## src/logic/edou_params.svh

```systemverilog
// register offsets, crossing codes, reset values and sizes for the event driven output block
// Overview of operation
// - crossing enable bit one loads that output on zero-crossing events
// - crossing enable bit zero: crossing events never change that output
// - alert enable bit one loads output when a selected alert flag sets
// - alert enable bit zero: alert flags ignored, output keeps its level
// - per-output source mask picks which channels' alerts can load it
// - alert load drives the output to its alert value bit, zero low one high
// - alert value bit acts only while that output's alert enable is set
// - each pin is digital input, open-drain output or push-pull output
// - input pins' levels readable by software in the input state register
// - open-drain output not asserted releases the line to the pull-up
// - asserted open-drain output pulls the line low
// - push-pull output always drives the line high or low, never floats
// - two-bit code per channel sets levels on rising and falling crossings
`ifndef EDOU_PARAMS_SVH
`define EDOU_PARAMS_SVH
`define EDOU_NCH              8
`define EDOU_AW               8
// register offsets are word indices: byte address = 4 * index
`define EDOU_IDX_EDGE_LO      8'he3
`define EDOU_IDX_EDGE_HI      8'he4
`define EDOU_IDX_XING_EN      8'he7
`define EDOU_IDX_ALERT_EN     8'he9
`define EDOU_IDX_ALERT_VAL    8'heb
`define EDOU_IDX_SRC_BASE     8'hc0
`define EDOU_IDX_PIN_FUNC     8'h10
`define EDOU_IDX_DRIVE        8'h11
`define EDOU_IDX_SW_VAL       8'h12
`define EDOU_IDX_IN_STATE     8'h13
`define EDOU_IDX_OUT_STATE    8'h14
`define EDOU_RST_BYTE         8'h00
`define EDOU_CODE_LOW         2'h0
`define EDOU_CODE_INV         2'h1
`define EDOU_CODE_FOLLOW      2'h2
`define EDOU_CODE_HIGH        2'h3
`endif

```

## src/logic/edou_pkg.sv

```systemverilog
// types shared by the event driven output block
package edou_pkg;
    typedef logic [7:0] edou_byte_t;
    typedef enum logic [1:0] {
        EDOU_PIN_INPUT,
        EDOU_PIN_OPEN_DRAIN,
        EDOU_PIN_PUSH_PULL
    } edou_pin_e;
    typedef enum {
        EDOU_BUS_IDLE,
        EDOU_BUS_ANSWER
    } edou_bus_e;
endpackage

```

## src/logic/edou_pin_if.sv

```systemverilog
// interface carrying output level and pin mode between the core and the pin driver
`timescale 1ns/100ps
interface edou_pin_if;
    logic [7:0]           level;
    logic [7:0]           is_output;
    logic [7:0]           is_push_pull;
    modport core (output level, output is_output, output is_push_pull);
    modport pad  (input level, input is_output, input is_push_pull);
endinterface

```

## src/logic/edou_pad.sv

```systemverilog
// pin driver turning output levels and pin modes into pad signals
`timescale 1ns/100ps
module edou_pad (
    input  wire logic       i_clk,
    input  wire logic       i_srst,
    edou_pin_if.pad         pin,
    output logic      [7:0] o_pad_out,
    output logic      [7:0] o_pad_oe_n
);
    logic [7:0] next_oe_n;
    logic [7:0] next_out;

    // open drain only ever drives zero; push-pull drives both levels
    assign next_out  = pin.level & pin.is_push_pull;
    assign next_oe_n = ~(pin.is_output & (pin.is_push_pull | ~pin.level));

    // registered pad drive, all released during reset
    always_ff @(posedge i_clk) begin
        if (i_srst) begin
            o_pad_out  <= 8'h00;
            o_pad_oe_n <= 8'hff;
        end else begin
            o_pad_out  <= next_out;
            o_pad_oe_n <= next_oe_n;
        end
    end

    // push-pull pin is driven one cycle after its mode settles
    push_pull_a: assert property (@(posedge i_clk) disable iff (i_srst)
        (pin.is_output[0] && pin.is_push_pull[0]) |=> !o_pad_oe_n[0])
        else $error("push-pull pin not driven");
    open_drain_a: assert property (@(posedge i_clk) disable iff (i_srst)
        (pin.is_output[0] && !pin.is_push_pull[0] && pin.level[0]) |=> o_pad_oe_n[0])
        else $error("open-drain high not released");
    od_low_a: assert property (@(posedge i_clk) disable iff (i_srst)
        !o_pad_oe_n[1] && !pin.is_push_pull[1] |-> !o_pad_out[1] || $past(pin.is_push_pull[1]))
        else $error("open-drain drives high");
endmodule

```

## src/logic/edou_top.sv

```systemverilog
// event driven output update block with avalon-mm register slave
//
// The implementer's own choice: the Avalon-MM interface to the registers.
`timescale 1ns/100ps
`include "edou_params.svh"
module edou_top (
    input  wire logic        i_clk,
    input  wire logic        i_srst,
    input  wire logic [9:0]  i_avs_address,
    input  wire logic        i_avs_read,
    input  wire logic        i_avs_write,
    input  wire logic [31:0] i_avs_writedata,
    input  wire logic [3:0]  i_avs_byteenable,
    output logic      [31:0] o_avs_readdata,
    output logic             o_avs_waitrequest,
    output logic      [1:0]  o_avs_response,
    input  wire logic [7:0]  i_xing,
    input  wire logic [7:0]  i_alert_flags,
    input  wire logic [7:0]  i_pad_in,
    output logic      [7:0]  o_pad_out,
    output logic      [7:0]  o_pad_oe_n
);
    // configuration registers
    logic [7:0]  edge_code_lo;
    logic [7:0]  edge_code_hi;
    logic [7:0]  xing_en;
    logic [7:0]  alert_en;
    logic [7:0]  alert_val;
    logic [7:0]  src_sel [8];
    logic [7:0]  pin_func;
    logic [7:0]  drive_pp;
    logic [7:0]  sw_val;
    logic [7:0]  out_level;
    logic [7:0]  in_state;
    edou_pkg::edou_bus_e bus_state;

    // pad and event synchronisers: first stage read by second stage only
    logic [7:0]  pad_s1;
    logic [7:0]  pad_s2;
    logic [7:0]  xing_s1;
    logic [7:0]  xing_s2;
    logic [7:0]  xing_d;
    logic [7:0]  alert_s1;
    logic [7:0]  alert_s2;
    logic [7:0]  alert_d;

    edou_pin_if pin_bus ();

    // bus decode: byte address is four times the register index
    // a write lands only at the edge where the master sees waitrequest low
    wire  [7:0]  idx      = i_avs_address[9:2];
    wire         aligned  = (i_avs_address[1:0] == 2'h0);
    wire         req      = i_avs_read | i_avs_write;
    wire         wr_low   = (bus_state == edou_pkg::EDOU_BUS_ANSWER) & i_avs_write & i_avs_byteenable[0] & aligned;
    wire         src_hit  = (idx[7:3] == 5'(`EDOU_IDX_SRC_BASE >> 3));
    wire  [2:0]  src_num  = idx[2:0];
    wire         known    = src_hit | is_reg(idx);
    wire         sw_wr    = wr_low & (idx == `EDOU_IDX_SW_VAL);

    function automatic logic is_reg(input logic [7:0] a);
        is_reg = (a == `EDOU_IDX_EDGE_LO) || (a == `EDOU_IDX_EDGE_HI) || (a == `EDOU_IDX_XING_EN) ||
                 (a == `EDOU_IDX_ALERT_EN) || (a == `EDOU_IDX_ALERT_VAL) || (a == `EDOU_IDX_PIN_FUNC) ||
                 (a == `EDOU_IDX_DRIVE) || (a == `EDOU_IDX_SW_VAL) || (a == `EDOU_IDX_IN_STATE) ||
                 (a == `EDOU_IDX_OUT_STATE);
    endfunction

    // two-bit crossing code for channel n
    function automatic logic [1:0] code_of(input logic [2:0] n, input logic [7:0] lo, input logic [7:0] hi);
        logic [15:0] all;
        all = {hi, lo};
        code_of = all[{n, 1'b0} +: 2];
    endfunction

    // crossing edges and newly set alert flags
    wire  [7:0]  xing_rise = xing_s2 & ~xing_d;
    wire  [7:0]  xing_fall = ~xing_s2 & xing_d;
    wire  [7:0]  alert_new = alert_s2 & ~alert_d;

    // per-output update decision
    logic [7:0]  next_level;
    logic [7:0]  alert_hit;
    logic [7:0]  xing_hit;
    always_comb begin
        for (int n = 0; n < 8; n++) begin
            logic [1:0] code;
            code = code_of(3'(n), edge_code_lo, edge_code_hi);
            alert_hit[n] = alert_en[n] & |(alert_new & src_sel[n]);
            xing_hit[n]  = xing_en[n] & (xing_rise[n] | xing_fall[n]);
            next_level[n] = out_level[n];
            if (sw_wr) begin
                next_level[n] = i_avs_writedata[n];
            end
            if (xing_hit[n]) begin
                next_level[n] = xing_rise[n] ? code[1] : code[0];
            end
            if (alert_hit[n]) begin
                next_level[n] = alert_val[n];
            end
        end
    end

    // synchroniser and edge history
    always_ff @(posedge i_clk) begin
        if (i_srst) begin
            pad_s1   <= 8'h00;
            pad_s2   <= 8'h00;
            xing_s1  <= 8'h00;
            xing_s2  <= 8'h00;
            xing_d   <= 8'h00;
            alert_s1 <= 8'h00;
            alert_s2 <= 8'h00;
            alert_d  <= 8'h00;
        end else begin
            pad_s1   <= i_pad_in;
            pad_s2   <= pad_s1;
            xing_s1  <= i_xing;
            xing_s2  <= xing_s1;
            xing_d   <= xing_s2;
            alert_s1 <= i_alert_flags;
            alert_s2 <= alert_s1;
            alert_d  <= alert_s2;
        end
    end

    // output level and input readback; output pins read as zero
    always_ff @(posedge i_clk) begin
        if (i_srst) begin
            out_level <= `EDOU_RST_BYTE;
            in_state  <= `EDOU_RST_BYTE;
        end else begin
            out_level <= next_level;
            in_state  <= pad_s2 & ~pin_func;
        end
    end

    // register writes, low byte lane only
    always_ff @(posedge i_clk) begin
        if (i_srst) begin
            edge_code_lo <= `EDOU_RST_BYTE;
            edge_code_hi <= `EDOU_RST_BYTE;
            xing_en      <= `EDOU_RST_BYTE;
            alert_en     <= `EDOU_RST_BYTE;
            alert_val    <= `EDOU_RST_BYTE;
            pin_func     <= `EDOU_RST_BYTE;
            drive_pp     <= `EDOU_RST_BYTE;
            sw_val       <= `EDOU_RST_BYTE;
            for (int n = 0; n < 8; n++) begin
                src_sel[n] <= `EDOU_RST_BYTE;
            end
        end else if (wr_low) begin
            case (idx)
                `EDOU_IDX_EDGE_LO:   edge_code_lo <= i_avs_writedata[7:0];
                `EDOU_IDX_EDGE_HI:   edge_code_hi <= i_avs_writedata[7:0];
                `EDOU_IDX_XING_EN:   xing_en      <= i_avs_writedata[7:0];
                `EDOU_IDX_ALERT_EN:  alert_en     <= i_avs_writedata[7:0];
                `EDOU_IDX_ALERT_VAL: alert_val    <= i_avs_writedata[7:0];
                `EDOU_IDX_PIN_FUNC:  pin_func     <= i_avs_writedata[7:0];
                `EDOU_IDX_DRIVE:     drive_pp     <= i_avs_writedata[7:0];
                `EDOU_IDX_SW_VAL:    sw_val       <= i_avs_writedata[7:0];
                default: begin
                    if (src_hit) begin
                        src_sel[src_num] <= i_avs_writedata[7:0];
                    end
                end
            endcase
        end
    end

    // read mux
    logic [7:0] rd_byte;
    always_comb begin
        case (idx)
            `EDOU_IDX_EDGE_LO:   rd_byte = edge_code_lo;
            `EDOU_IDX_EDGE_HI:   rd_byte = edge_code_hi;
            `EDOU_IDX_XING_EN:   rd_byte = xing_en;
            `EDOU_IDX_ALERT_EN:  rd_byte = alert_en;
            `EDOU_IDX_ALERT_VAL: rd_byte = alert_val;
            `EDOU_IDX_PIN_FUNC:  rd_byte = pin_func;
            `EDOU_IDX_DRIVE:     rd_byte = drive_pp;
            `EDOU_IDX_SW_VAL:    rd_byte = sw_val;
            `EDOU_IDX_IN_STATE:  rd_byte = in_state;
            `EDOU_IDX_OUT_STATE: rd_byte = out_level;
            default:             rd_byte = src_hit ? src_sel[src_num] : 8'h00;
        endcase
    end

    // one wait cycle per access so read data comes from a flip-flop
    always_ff @(posedge i_clk) begin
        if (i_srst) begin
            bus_state      <= edou_pkg::EDOU_BUS_IDLE;
            o_avs_readdata <= 32'h0000_0000;
            o_avs_response <= 2'h0;
        end else begin
            case (bus_state)
                edou_pkg::EDOU_BUS_IDLE: begin
                    if (req) begin
                        bus_state      <= edou_pkg::EDOU_BUS_ANSWER;
                        o_avs_readdata <= {24'h00_0000, (known & aligned) ? rd_byte : 8'h00};
                        o_avs_response <= (known & aligned) ? 2'h0 : 2'h3;
                    end
                end
                edou_pkg::EDOU_BUS_ANSWER: bus_state <= edou_pkg::EDOU_BUS_IDLE;
                default:                   bus_state <= edou_pkg::EDOU_BUS_IDLE;
            endcase
        end
    end
    assign o_avs_waitrequest = ~(bus_state == edou_pkg::EDOU_BUS_ANSWER);

    // pin mode: function bit one means output, drive bit one means push-pull
    assign pin_bus.level        = out_level;
    assign pin_bus.is_output    = pin_func;
    assign pin_bus.is_push_pull = drive_pp & pin_func;

    edou_pad u_pad (
        .i_clk      (i_clk),
        .i_srst     (i_srst),
        .pin        (pin_bus.pad),
        .o_pad_out  (o_pad_out),
        .o_pad_oe_n (o_pad_oe_n)
    );

    // a crossing with its enable clear never moves the output
    xing_off_a: assert property (@(posedge i_clk) disable iff (i_srst)
        (!xing_en[0] && !alert_en[0] && !sw_wr && (xing_rise[0] || xing_fall[0])) |=> $stable(out_level[0]))
        else $error("disabled crossing changed output");
    xing_code_a: assert property (@(posedge i_clk) disable iff (i_srst)
        (xing_en[0] && !alert_hit[0] && xing_rise[0]) |=> out_level[0] == $past(edge_code_lo[1]))
        else $error("rising crossing level wrong");
    xing_fall_a: assert property (@(posedge i_clk) disable iff (i_srst)
        (xing_en[0] && !alert_hit[0] && xing_fall[0]) |=> out_level[0] == $past(edge_code_lo[0]))
        else $error("falling crossing level wrong");
    alert_load_a: assert property (@(posedge i_clk) disable iff (i_srst)
        (alert_en[1] && |(alert_new & src_sel[1])) |=> out_level[1] == $past(alert_val[1]))
        else $error("alert load wrong");
    alert_off_a: assert property (@(posedge i_clk) disable iff (i_srst)
        (!alert_en[1] && !xing_en[1] && !sw_wr) |=> $stable(out_level[1]))
        else $error("disabled alert changed output");
    src_mask_a: assert property (@(posedge i_clk) disable iff (i_srst)
        (src_sel[2] == 8'h00 && !xing_en[2] && !sw_wr) |=> $stable(out_level[2]))
        else $error("unselected alert changed output");
    sw_hold_a: assert property (@(posedge i_clk) disable iff (i_srst)
        (sw_wr && !xing_hit[3] && !alert_hit[3]) |=> out_level[3] == $past(i_avs_writedata[3]))
        else $error("software write not applied");
    in_read_a: assert property (@(posedge i_clk) disable iff (i_srst)
        !pin_func[4] ##1 !pin_func[4] |-> in_state[4] == $past(pad_s2[4]))
        else $error("input state wrong");
endmodule

```

## config.mk

```make
export PLATFORM = sky130hd
export DESIGN_NAME = edou_top
export DESIGN_NICKNAME = d
export VERILOG_FILES = /design/src/logic/edou_pkg.sv /design/src/logic/edou_pin_if.sv /design/src/logic/edou_pad.sv /design/src/logic/edou_top.sv
export VERILOG_INCLUDE_DIRS = /design/src /design/src/logic
export SDC_FILE = /design/constraint.sdc
export NUM_CORES = 1
export LEC_CHECK = 0
export BUFFER_PORTS_ARGS = -buffer_cell sky130_fd_sc_hd__buf_2
export CORE_ASPECT_RATIO = 0.5
export CORE_MARGIN = 4
export CORE_UTILIZATION = 58
export CTS_CLUSTER_DIAMETER = 150
export CTS_CLUSTER_SIZE = 25
export DETAILED_ROUTE_END_ITERATION = 8
export PLACE_DENSITY_LB_ADDON = 0.25
export SKIP_CTS_REPAIR_TIMING = 1
export SLEW_MARGIN = 40
export SYNTH_ARGS = -nofsm -noshare
export SYNTH_HDL_FRONTEND = slang
export SYNTH_SLANG_ARGS = --single-unit
```

## constraint.sdc

```tcl
create_clock -name i_clk -period 2.9 [get_ports i_clk]
set_input_delay 0.435 -clock i_clk [delete_from_list [all_inputs] [get_ports i_clk]]
set_output_delay 0.435 -clock i_clk [all_outputs]
set_load 0.02 [all_outputs]
```

==> Word level (Yosys, flattened, before mapping) <==
Memory sizes are Yosys's and may differ from the RTL's.
Cells that the tools add are included.
{ "classes": {"n_eq_ne": 11, "muxes": 46, "n_bitwise": 55, "n_reduce_logical": 39} }
{ "op_table": {"columns": ["op", "n"], "rows": [
  ["bitwise AND 8 bit", 15],
  ["one-hot mux 8 bit (10 select lines)", 1],
  ["OR reduction 8 bit", 10],
  ["NOT 8 bit", 6],
  ["equality test 8 x 5 -> 1 bit, second input constant", 5],
  ["equality test 8 bit, second input constant", 5],
  ["2-to-1 mux 1 bit", 40],
  ["zero test 32 bit", 1],
  ["2-to-1 mux 8 bit", 3],
  ["nonzero test 3 bit", 8],
  ["bitwise AND 1 bit", 21],
  ["AND reduction 2 bit", 9],
  ["OR 1 bit", 10],
  ["logical OR 1 bit", 9],
  ["OR 8 bit", 1],
  ["equality test 5 bit, second input constant", 1],
  ["2-to-1 mux 3 bit", 1],
  ["zero test 2 bit", 1],
  ["2-to-1 mux 2 bit", 1],
  ["NOT 1 bit", 2],
  ["OR reduction 2 bit", 1]
]} }
{ "word_totals": {"ff_bits": 171, "ramBits": 64, "wordCells": 182, "n_memories": 1} }
{ "mem_list": {"columns": ["name", "depth", "width", "rd", "rd_ports_with_merged_regs", "write_ports", "line", "text"], "rows": [
  ["src_sel", 8, 8, 9, 0, 8, "edou_top.sv:29", "logic [7:0] src_sel [8];"]
]} }

==> Logic depth before layout (Yosys ltp) <==
Gate-level depths: netlist of run 1.
{ "logic_depth": {"ltp_word": 13, "depth_mapped": 8, "depth_no_buf": 6} }

==> Hierarchy <==
From an unflattened synthesis of run 1, not the netlist that was laid out.
{ "hier_totals": {"hier_cells": 952, "hier_area_um2": 10189.8} }
{ "modules_own_cells": {"columns": ["module", "instances", "cells_each", "area_per_inst_um2"], "rows": [
  ["edou_top", 1, 903, 9688.0],
  ["edou_pad", 1, 49, 501.7]
]} }

==> Least setup slack after synthesis of run 1 <==
OpenSTA, ideal clock, no wires.
{ "synth_timing": {"path_type": "input to register", "from": "input i_avs_byteenable[0]", "to": "memory src_sel[7][0], enable pin", "arrival_ns": 2.154, "required_ns": 2.516, "path_slack_ns": 0.362, "stages": 5, "cell_sequence": "and3_1 -> clkbuf_1 -> nand2_2 -> or4b_4 -> o21ai_0"} }
{ "synth_lines": {"columns": ["item", "line", "text"], "rows": [
  ["start: declaration", "edou_top.sv:13", "input wire logic [3:0] i_avs_byteenable,"],
  ["end: declaration", "edou_top.sv:29", null]
]} }

==> flow_summary.ini, run 1 <==
[drt]
drc = 0
drt_iter0_drc = 752
totalWireLength_um = 26800
firstDrtPassIters = 5
via_per_inst = 5.97
antenna_left = 0
vias = 7387
routedWlPerCell_um = 21.6

[clocking]
cts.reportedPaths.clkPinSlew_ns = 0.11
clockBufferDepth = 3
cts_root_buf = clkbuf_16
numCtsBuffers = 13
htree_levels = 1
cts_tree = built
clkLatencyLatePin_ns = 0.47
clock-sinks = 234

[synth]
yosysTopAreaCell = dfxtp_1
synth_edf_count = 64
ys_seq_area_frac = 0.518
async_flop_share = 0
ys.warnings.count = 0
ys_top_cells_by_area = dfxtp_1 (33%), edfxtp_1 (19%), mux2i_1 (6.9%)
syn_area_mm2 = 0.0103
syn-instance-count = 943
ys_ff_latch = 234
synth_ff_type = dfxtp_1
synth_top_area_share = 0.331
yosysMostFrequentCell = dfxtp_1
synth_cell_types = 62
syn_avg_cell_area_um2 = 10.9
synthTopCellsByCount = dfxtp_1 (170), nor2b_1 (93), mux2i_1 (71), and2_1 (65), edfxtp_1 (64)

[critical_path]
r2r-start = bus_state[0]$_SDFFE_PP0N_
crit_slowest_cell = or4b_4
worstSetupStartpointType = flop
crit_arrival_ns = 2.47
path_class = flop to flop
critical_path_required_ns = 3.03
critPathMaxStageDelay_ns = 0.59
crit_path_end_kind = flop
rr_worst_depth = 5
r2r-end = src_sel[5][7]$_SDFFCE_PN0P_
path_cells = and3_1 -> nand2_2 -> or4b_4 -> nor3b_4 -> or2_1
path_max_fanout = 9
endpoint = src_sel[5][7]$_SDFFCE_PN0P_
path_depth = 5
path_delay_family = simple AND/OR/NAND/NOR gates
cp_num_buf_inv = 0
r2r_slack_ns = 0.55
critPathLaunch = bus_state[0]$_SDFFE_PP0N_

[power]
p_int_mw = 4.40
power_density_mw_per_mm2 = 512
p_leak_nw = 4.27
seqPwrFrac = 0.603
comb_power_share = 0.071
pwr-share-clk = 0.326
irDropWorstVdd_uv = 346
switching_share = 0.234
power.switching_mw = 1.34

[die]
ios = 125
die_w_um = 196
dieArea_mm2 = 0.0201
rows = 34
coreArea_mm2 = 0.0174
initial_utilization = 0.591
fp.dieH_um = 102

[timing]
relSlewSlack = 0.471
tightest_slew_ns = 0.792
fmax_mhz = 426
finalSetupViolCount = 0
fin_tns_setup_ns = 0
maxSlewViolCount = 0
rsz0062_at_grt = false
period_minus_slack_ns = 2.35
post-route-period-util = 0.809
clock_skew_ns = 0.0253
hold_viol = 0

[placement]
globalplace.congestion = 0.990
dp_hpwl_um = 18900
dp.cells = 1217
port_buffers = 73

[grt]
grt_pass1_vias = 6807
antenna_found_initial = 0
gr-total-overflow = 0
grt_util_all_layers = 0.263
grt_first_pass_wirelength_um = 40300
grt_max_degree = 160

[cells_and_area]
num-fill-cells = 1372
finalNonFillerCells = 1237
top_register = src_sel
final_nets = 1080
drive_gt1_frac = 0.163
multiInputGateArea_mm2 = 0.00450
areaGrowthSynthToFinish_pct = 8.93
seqCellArea_mm2 = 0.00533
largest_register_ffs = 64

[status]
status = finished, final reports clean

[hold_path]
hold_path.class = primary input to flop

[flow_run]
maxCapViolations = 0
==> layout by cell type, fill, tap and decap left out, drive strengths merged, types with 22 or more instances in the layout <==
cell    count
buf       109
a21oi      22
nand2      45
nor2       58
conb       24
mux2i      71
edfxtp     64
a22oi      34
and2       65
dfxtp     170
nor2b      93
==> cell families after synthesis <==
kind of cell             synth area share
buffers and inverters              0.0526
AO/OA/AOI/OAI                       0.107
flip-flops                          0.518
adder cells (fa/ha/maj)           0.00974
other                            0.000365
multiplexers                        0.111
AND/OR/NAND/NOR                     0.202
==> layer usage <==
layer  GRT usage  vias up  wire (µm)
met5           0        -          0
met2       0.398      387      11400
met4      0.0574        0        562
met1       0.381     3557      11800
met3      0.0735       45       3020
li1            -     3398          -
==> power by group through the flow <==
stage                     clock network [mW]  logic (mW)  registers (mW)
final                                   1.87       0.408            3.46
after global placement                     0       0.393            3.53
after CTS                               1.89       0.400            3.46
after global routing                    2.02       0.434            3.46
after floorplan                            0       0.286            3.51
after detailed placement                   0       0.398            3.53
==> worst min path at each step <==
stage                                      start  depth (start not counted)                      to
after floorplan           alert_s1[0]$_SDFF_PP0_                          1  alert_s2[0]$_SDFF_PP0_
after global placement    alert_s1[5]$_SDFF_PP0_                          1  alert_s2[5]$_SDFF_PP0_
after detailed placement    pad_s1[0]$_SDFF_PP0_                          1    pad_s2[0]$_SDFF_PP0_
after CTS                            i_pad_in[5]                          2    pad_s1[5]$_SDFF_PP0_
after global routing            i_alert_flags[6]                          2  alert_s1[6]$_SDFF_PP0_
final                                  i_xing[2]                          2   xing_s1[2]$_SDFF_PP0_
==> through the flow <==
step	hold WS (ns)	power, mW	setup slack [ns]	instance area [µm²]	utilization
floorplan	0.414	3.80	0.362	10400	-
global placement	0.422	3.92	0.391	10800	0.623
detailed placement	0.422	3.93	0.320	10800	0.623
CTS	0.161	5.75	0.572	11200	0.643
global route	0.166	5.92	0.471	11200	0.643
finish	0.169	5.74	0.554	11200	0.644
==> cell type report <==
class,instances,area share
flip-flops and latches,234,0.475
inverters,18,0.00603
multi-input cells,622,0.402
clock inverters,1,0.00145
repair buffers,109,0.0581
clock buffers,17,0.0304
well taps,234,0.0261
diodes,2,0.000447
==> worst reg2reg max path, cell delays in order (launching register included) <==
cell	delay, ns
dfxtp_1	0.34
and3_1	0.29
nand2_2	0.09
or4b_4	0.59
nor3b_4	0.35
or2_1	0.35
Power figures use the tool's default switching activity.
==> inputs of run 2 (changes only) <==
- clock period: 2.9 -> 2.3 ns (I/O delays scaled with it)
==> run 2 against run 1 <==
  * Clock power increased by 28%
  * Worst hold slack got worse by 0.095 ns
  * Count of clock-buffer cells in the layout unchanged
  * Setup slack got worse by 0.35 ns
  * Via count increased by 3.2%
  * Core utilization increased by 1.6 points
  * Sequential power increased by 26%
  * Critical path depth unchanged
  * Global-route usage increased by 1.0 points
  * Maximum frequency increased by 12%
  * Wire length increased by 3.9%
==> flow_summary.ini, run 2 (same netlist as run 1, synthesis figures left out) <==
[clocking]
cts_root_buf = clkbuf_16
clkLatencyLatePin_ns = 0.48
clockBufferDepth = 3
htree_levels = 1
cts.reportedPaths.clkPinSlew_ns = 0.11
clock-sinks = 234
cts_tree = built
numCtsBuffers = 13

[grt]
grt_pass1_vias = 7053
gr-total-overflow = 0
grt_max_degree = 73
grt_util_all_layers = 0.273
grt_first_pass_wirelength_um = 41500
antenna_found_initial = 1

[power]
irDropWorstVdd_uv = 501
finalPower_mw = 7.30
p_leak_nw = 4.43
power_density_mw_per_mm2 = 636

[drt]
drc = 0
firstDrtPassIters = 5
totalWireLength_um = 27800
antenna_left = 0
vias = 7622
routedWlPerCell_um = 22.0
drt_iter0_drc = 769
via_per_inst = 6.03

[die]
dieArea_mm2 = 0.0201
rows = 34
initial_utilization = 0.591
fp.dieH_um = 102
ios = 125
coreArea_mm2 = 0.0174
die_w_um = 196

[placement]
port_buffers = 73
dp.cells = 1247
detailed_place.area_mm2 = 0.0111
dp_hpwl_um = 19900
globalplace.congestion = 0.993

[hold_path]
min_to = alert_s1[0]$_SDFF_PP0_
min_from = i_alert_flags[0]
whs_path_depth = 2
hold_path.class = primary input to flop

[cells_and_area]
layout_common_cells = dfxtp_1 (170), nor2b_1 (93), buf_2 (72)
layout_commonest_cell = dfxtp_1
top_register = src_sel
finalNonFillerCells = 1265
final_nets = 1110
areaGrowthSynthToFinish_pct = 11.6
antenna_cells = 0
fin_area_mm2 = 0.0115
largest_register_ffs = 64
drive_gt1_frac = 0.187

[critical_path]
rr_worst_depth = 5
r2r-end = src_sel[5][2]$_SDFFCE_PN0P_
path_cells = and3_1 -> nand2_2 -> or4b_4 -> nor3b_4 -> or2_1
r2r_slack_ns = 0.20
cp_num_buf_inv = 0
path_delay_family = simple AND/OR/NAND/NOR gates
critical_path_required_ns = 2.44
critPathMaxStageDelay_ns = 0.58
r2r-start = bus_state[0]$_SDFFE_PP0N_
crit_arrival_ns = 2.23
crit_slowest_cell = or4b_4
path_max_fanout = 8
path_class = flop to flop
worstSetupStartpointType = flop
crit_path_end_kind = flop

[timing]
rsz0062_at_grt = false
clock_skew_ns = 0.0269
fin_tns_setup_ns = 0
finalSetupViolCount = 0
tightest_slew_ns = 0.760
relSlewSlack = 0.493
hold_viol = 0
fmax_mhz = 477
period_minus_slack_ns = 2.10
post-route-period-util = 0.911
maxSlewViolCount = 0

[flow_run]
maxCapViolations = 0

[status]
status = finished, final reports clean
## run 2: cell count changes in the layout (fill, tap and decap cells not counted), sizes merged
cell   delta
diode     -2
buf      +30
## run 2: how the worst max path moves through the flow
stage	start	end	slack, ns	depth (start not counted)
after floorplan	i_avs_byteenable[0]	src_sel[5][0]$_SDFFCE_PN0P_	0.02	6
after global placement	i_avs_address[6]	src_sel[5][7]$_SDFFCE_PN0P_	0.07	6
after detailed placement	i_avs_address[6]	src_sel[5][7]$_SDFFCE_PN0P_	0.02	6
after CTS	bus_state[0]$_SDFFE_PP0N_	src_sel[5][2]$_SDFFCE_PN0P_	0.21	5
after global routing	bus_state[0]$_SDFFE_PP0N_	src_sel[5][2]$_SDFFCE_PN0P_	0.06	5
final	bus_state[0]$_SDFFE_PP0N_	src_sel[5][2]$_SDFFCE_PN0P_	0.20	5
## run 2: where the power goes
| part | switching [mW] | internal, mW | total, mW |
|---|---|---|---|
| clock network | 1.32 | 1.07 | 2.39 |
| logic | 0.360 | 0.196 | 0.556 |
| registers | 0.0452 | 4.31 | 4.36 |
## run 2: per-layer routing
metal  up-vias  routed length [µm]  global-route usage  part of all wire
met1      3725               12000               0.389              0.43
met4         0                 493              0.0488             0.018
met2       387               12300               0.429              0.44
met3        57                2950              0.0735              0.11
met5         -                   0                   0                 0
li1       3453                   -                   -                 -
## run 2: metrics by stage
step | util | setup slack (ns) | hold WS (ns)
3_3_place_gp | 0.639 | 0.0689 | 0.421
2_1_floorplan | - | 0.0212 | 0.414
5_1_grt | 0.659 | 0.0635 | 0.0664
6_report | 0.659 | 0.204 | 0.0746
4_1_cts | 0.659 | 0.208 | 0.0694
3_5_place_dp | 0.639 | 0.0154 | 0.421
## run 2: worst reg2reg max path: stages, from the launching register on
cell and delay (ns):
dfxtp_1 0.34, and3_1 0.19, nand2_2 0.08, or4b_4 0.58
nor3b_4 0.23, or2_1 0.32
## run 2: final cells by class
cell class                      count  area, µm²
Clock inverter                      1       16.3
Multi-Input combinational cell    622       4500
Timing Repair Buffer              139        926
Fill cell                        1424       5930
Sequential cell                   234       5330
Inverter                           18       67.6
Clock buffer                       17        340
Tap cell                          234        293
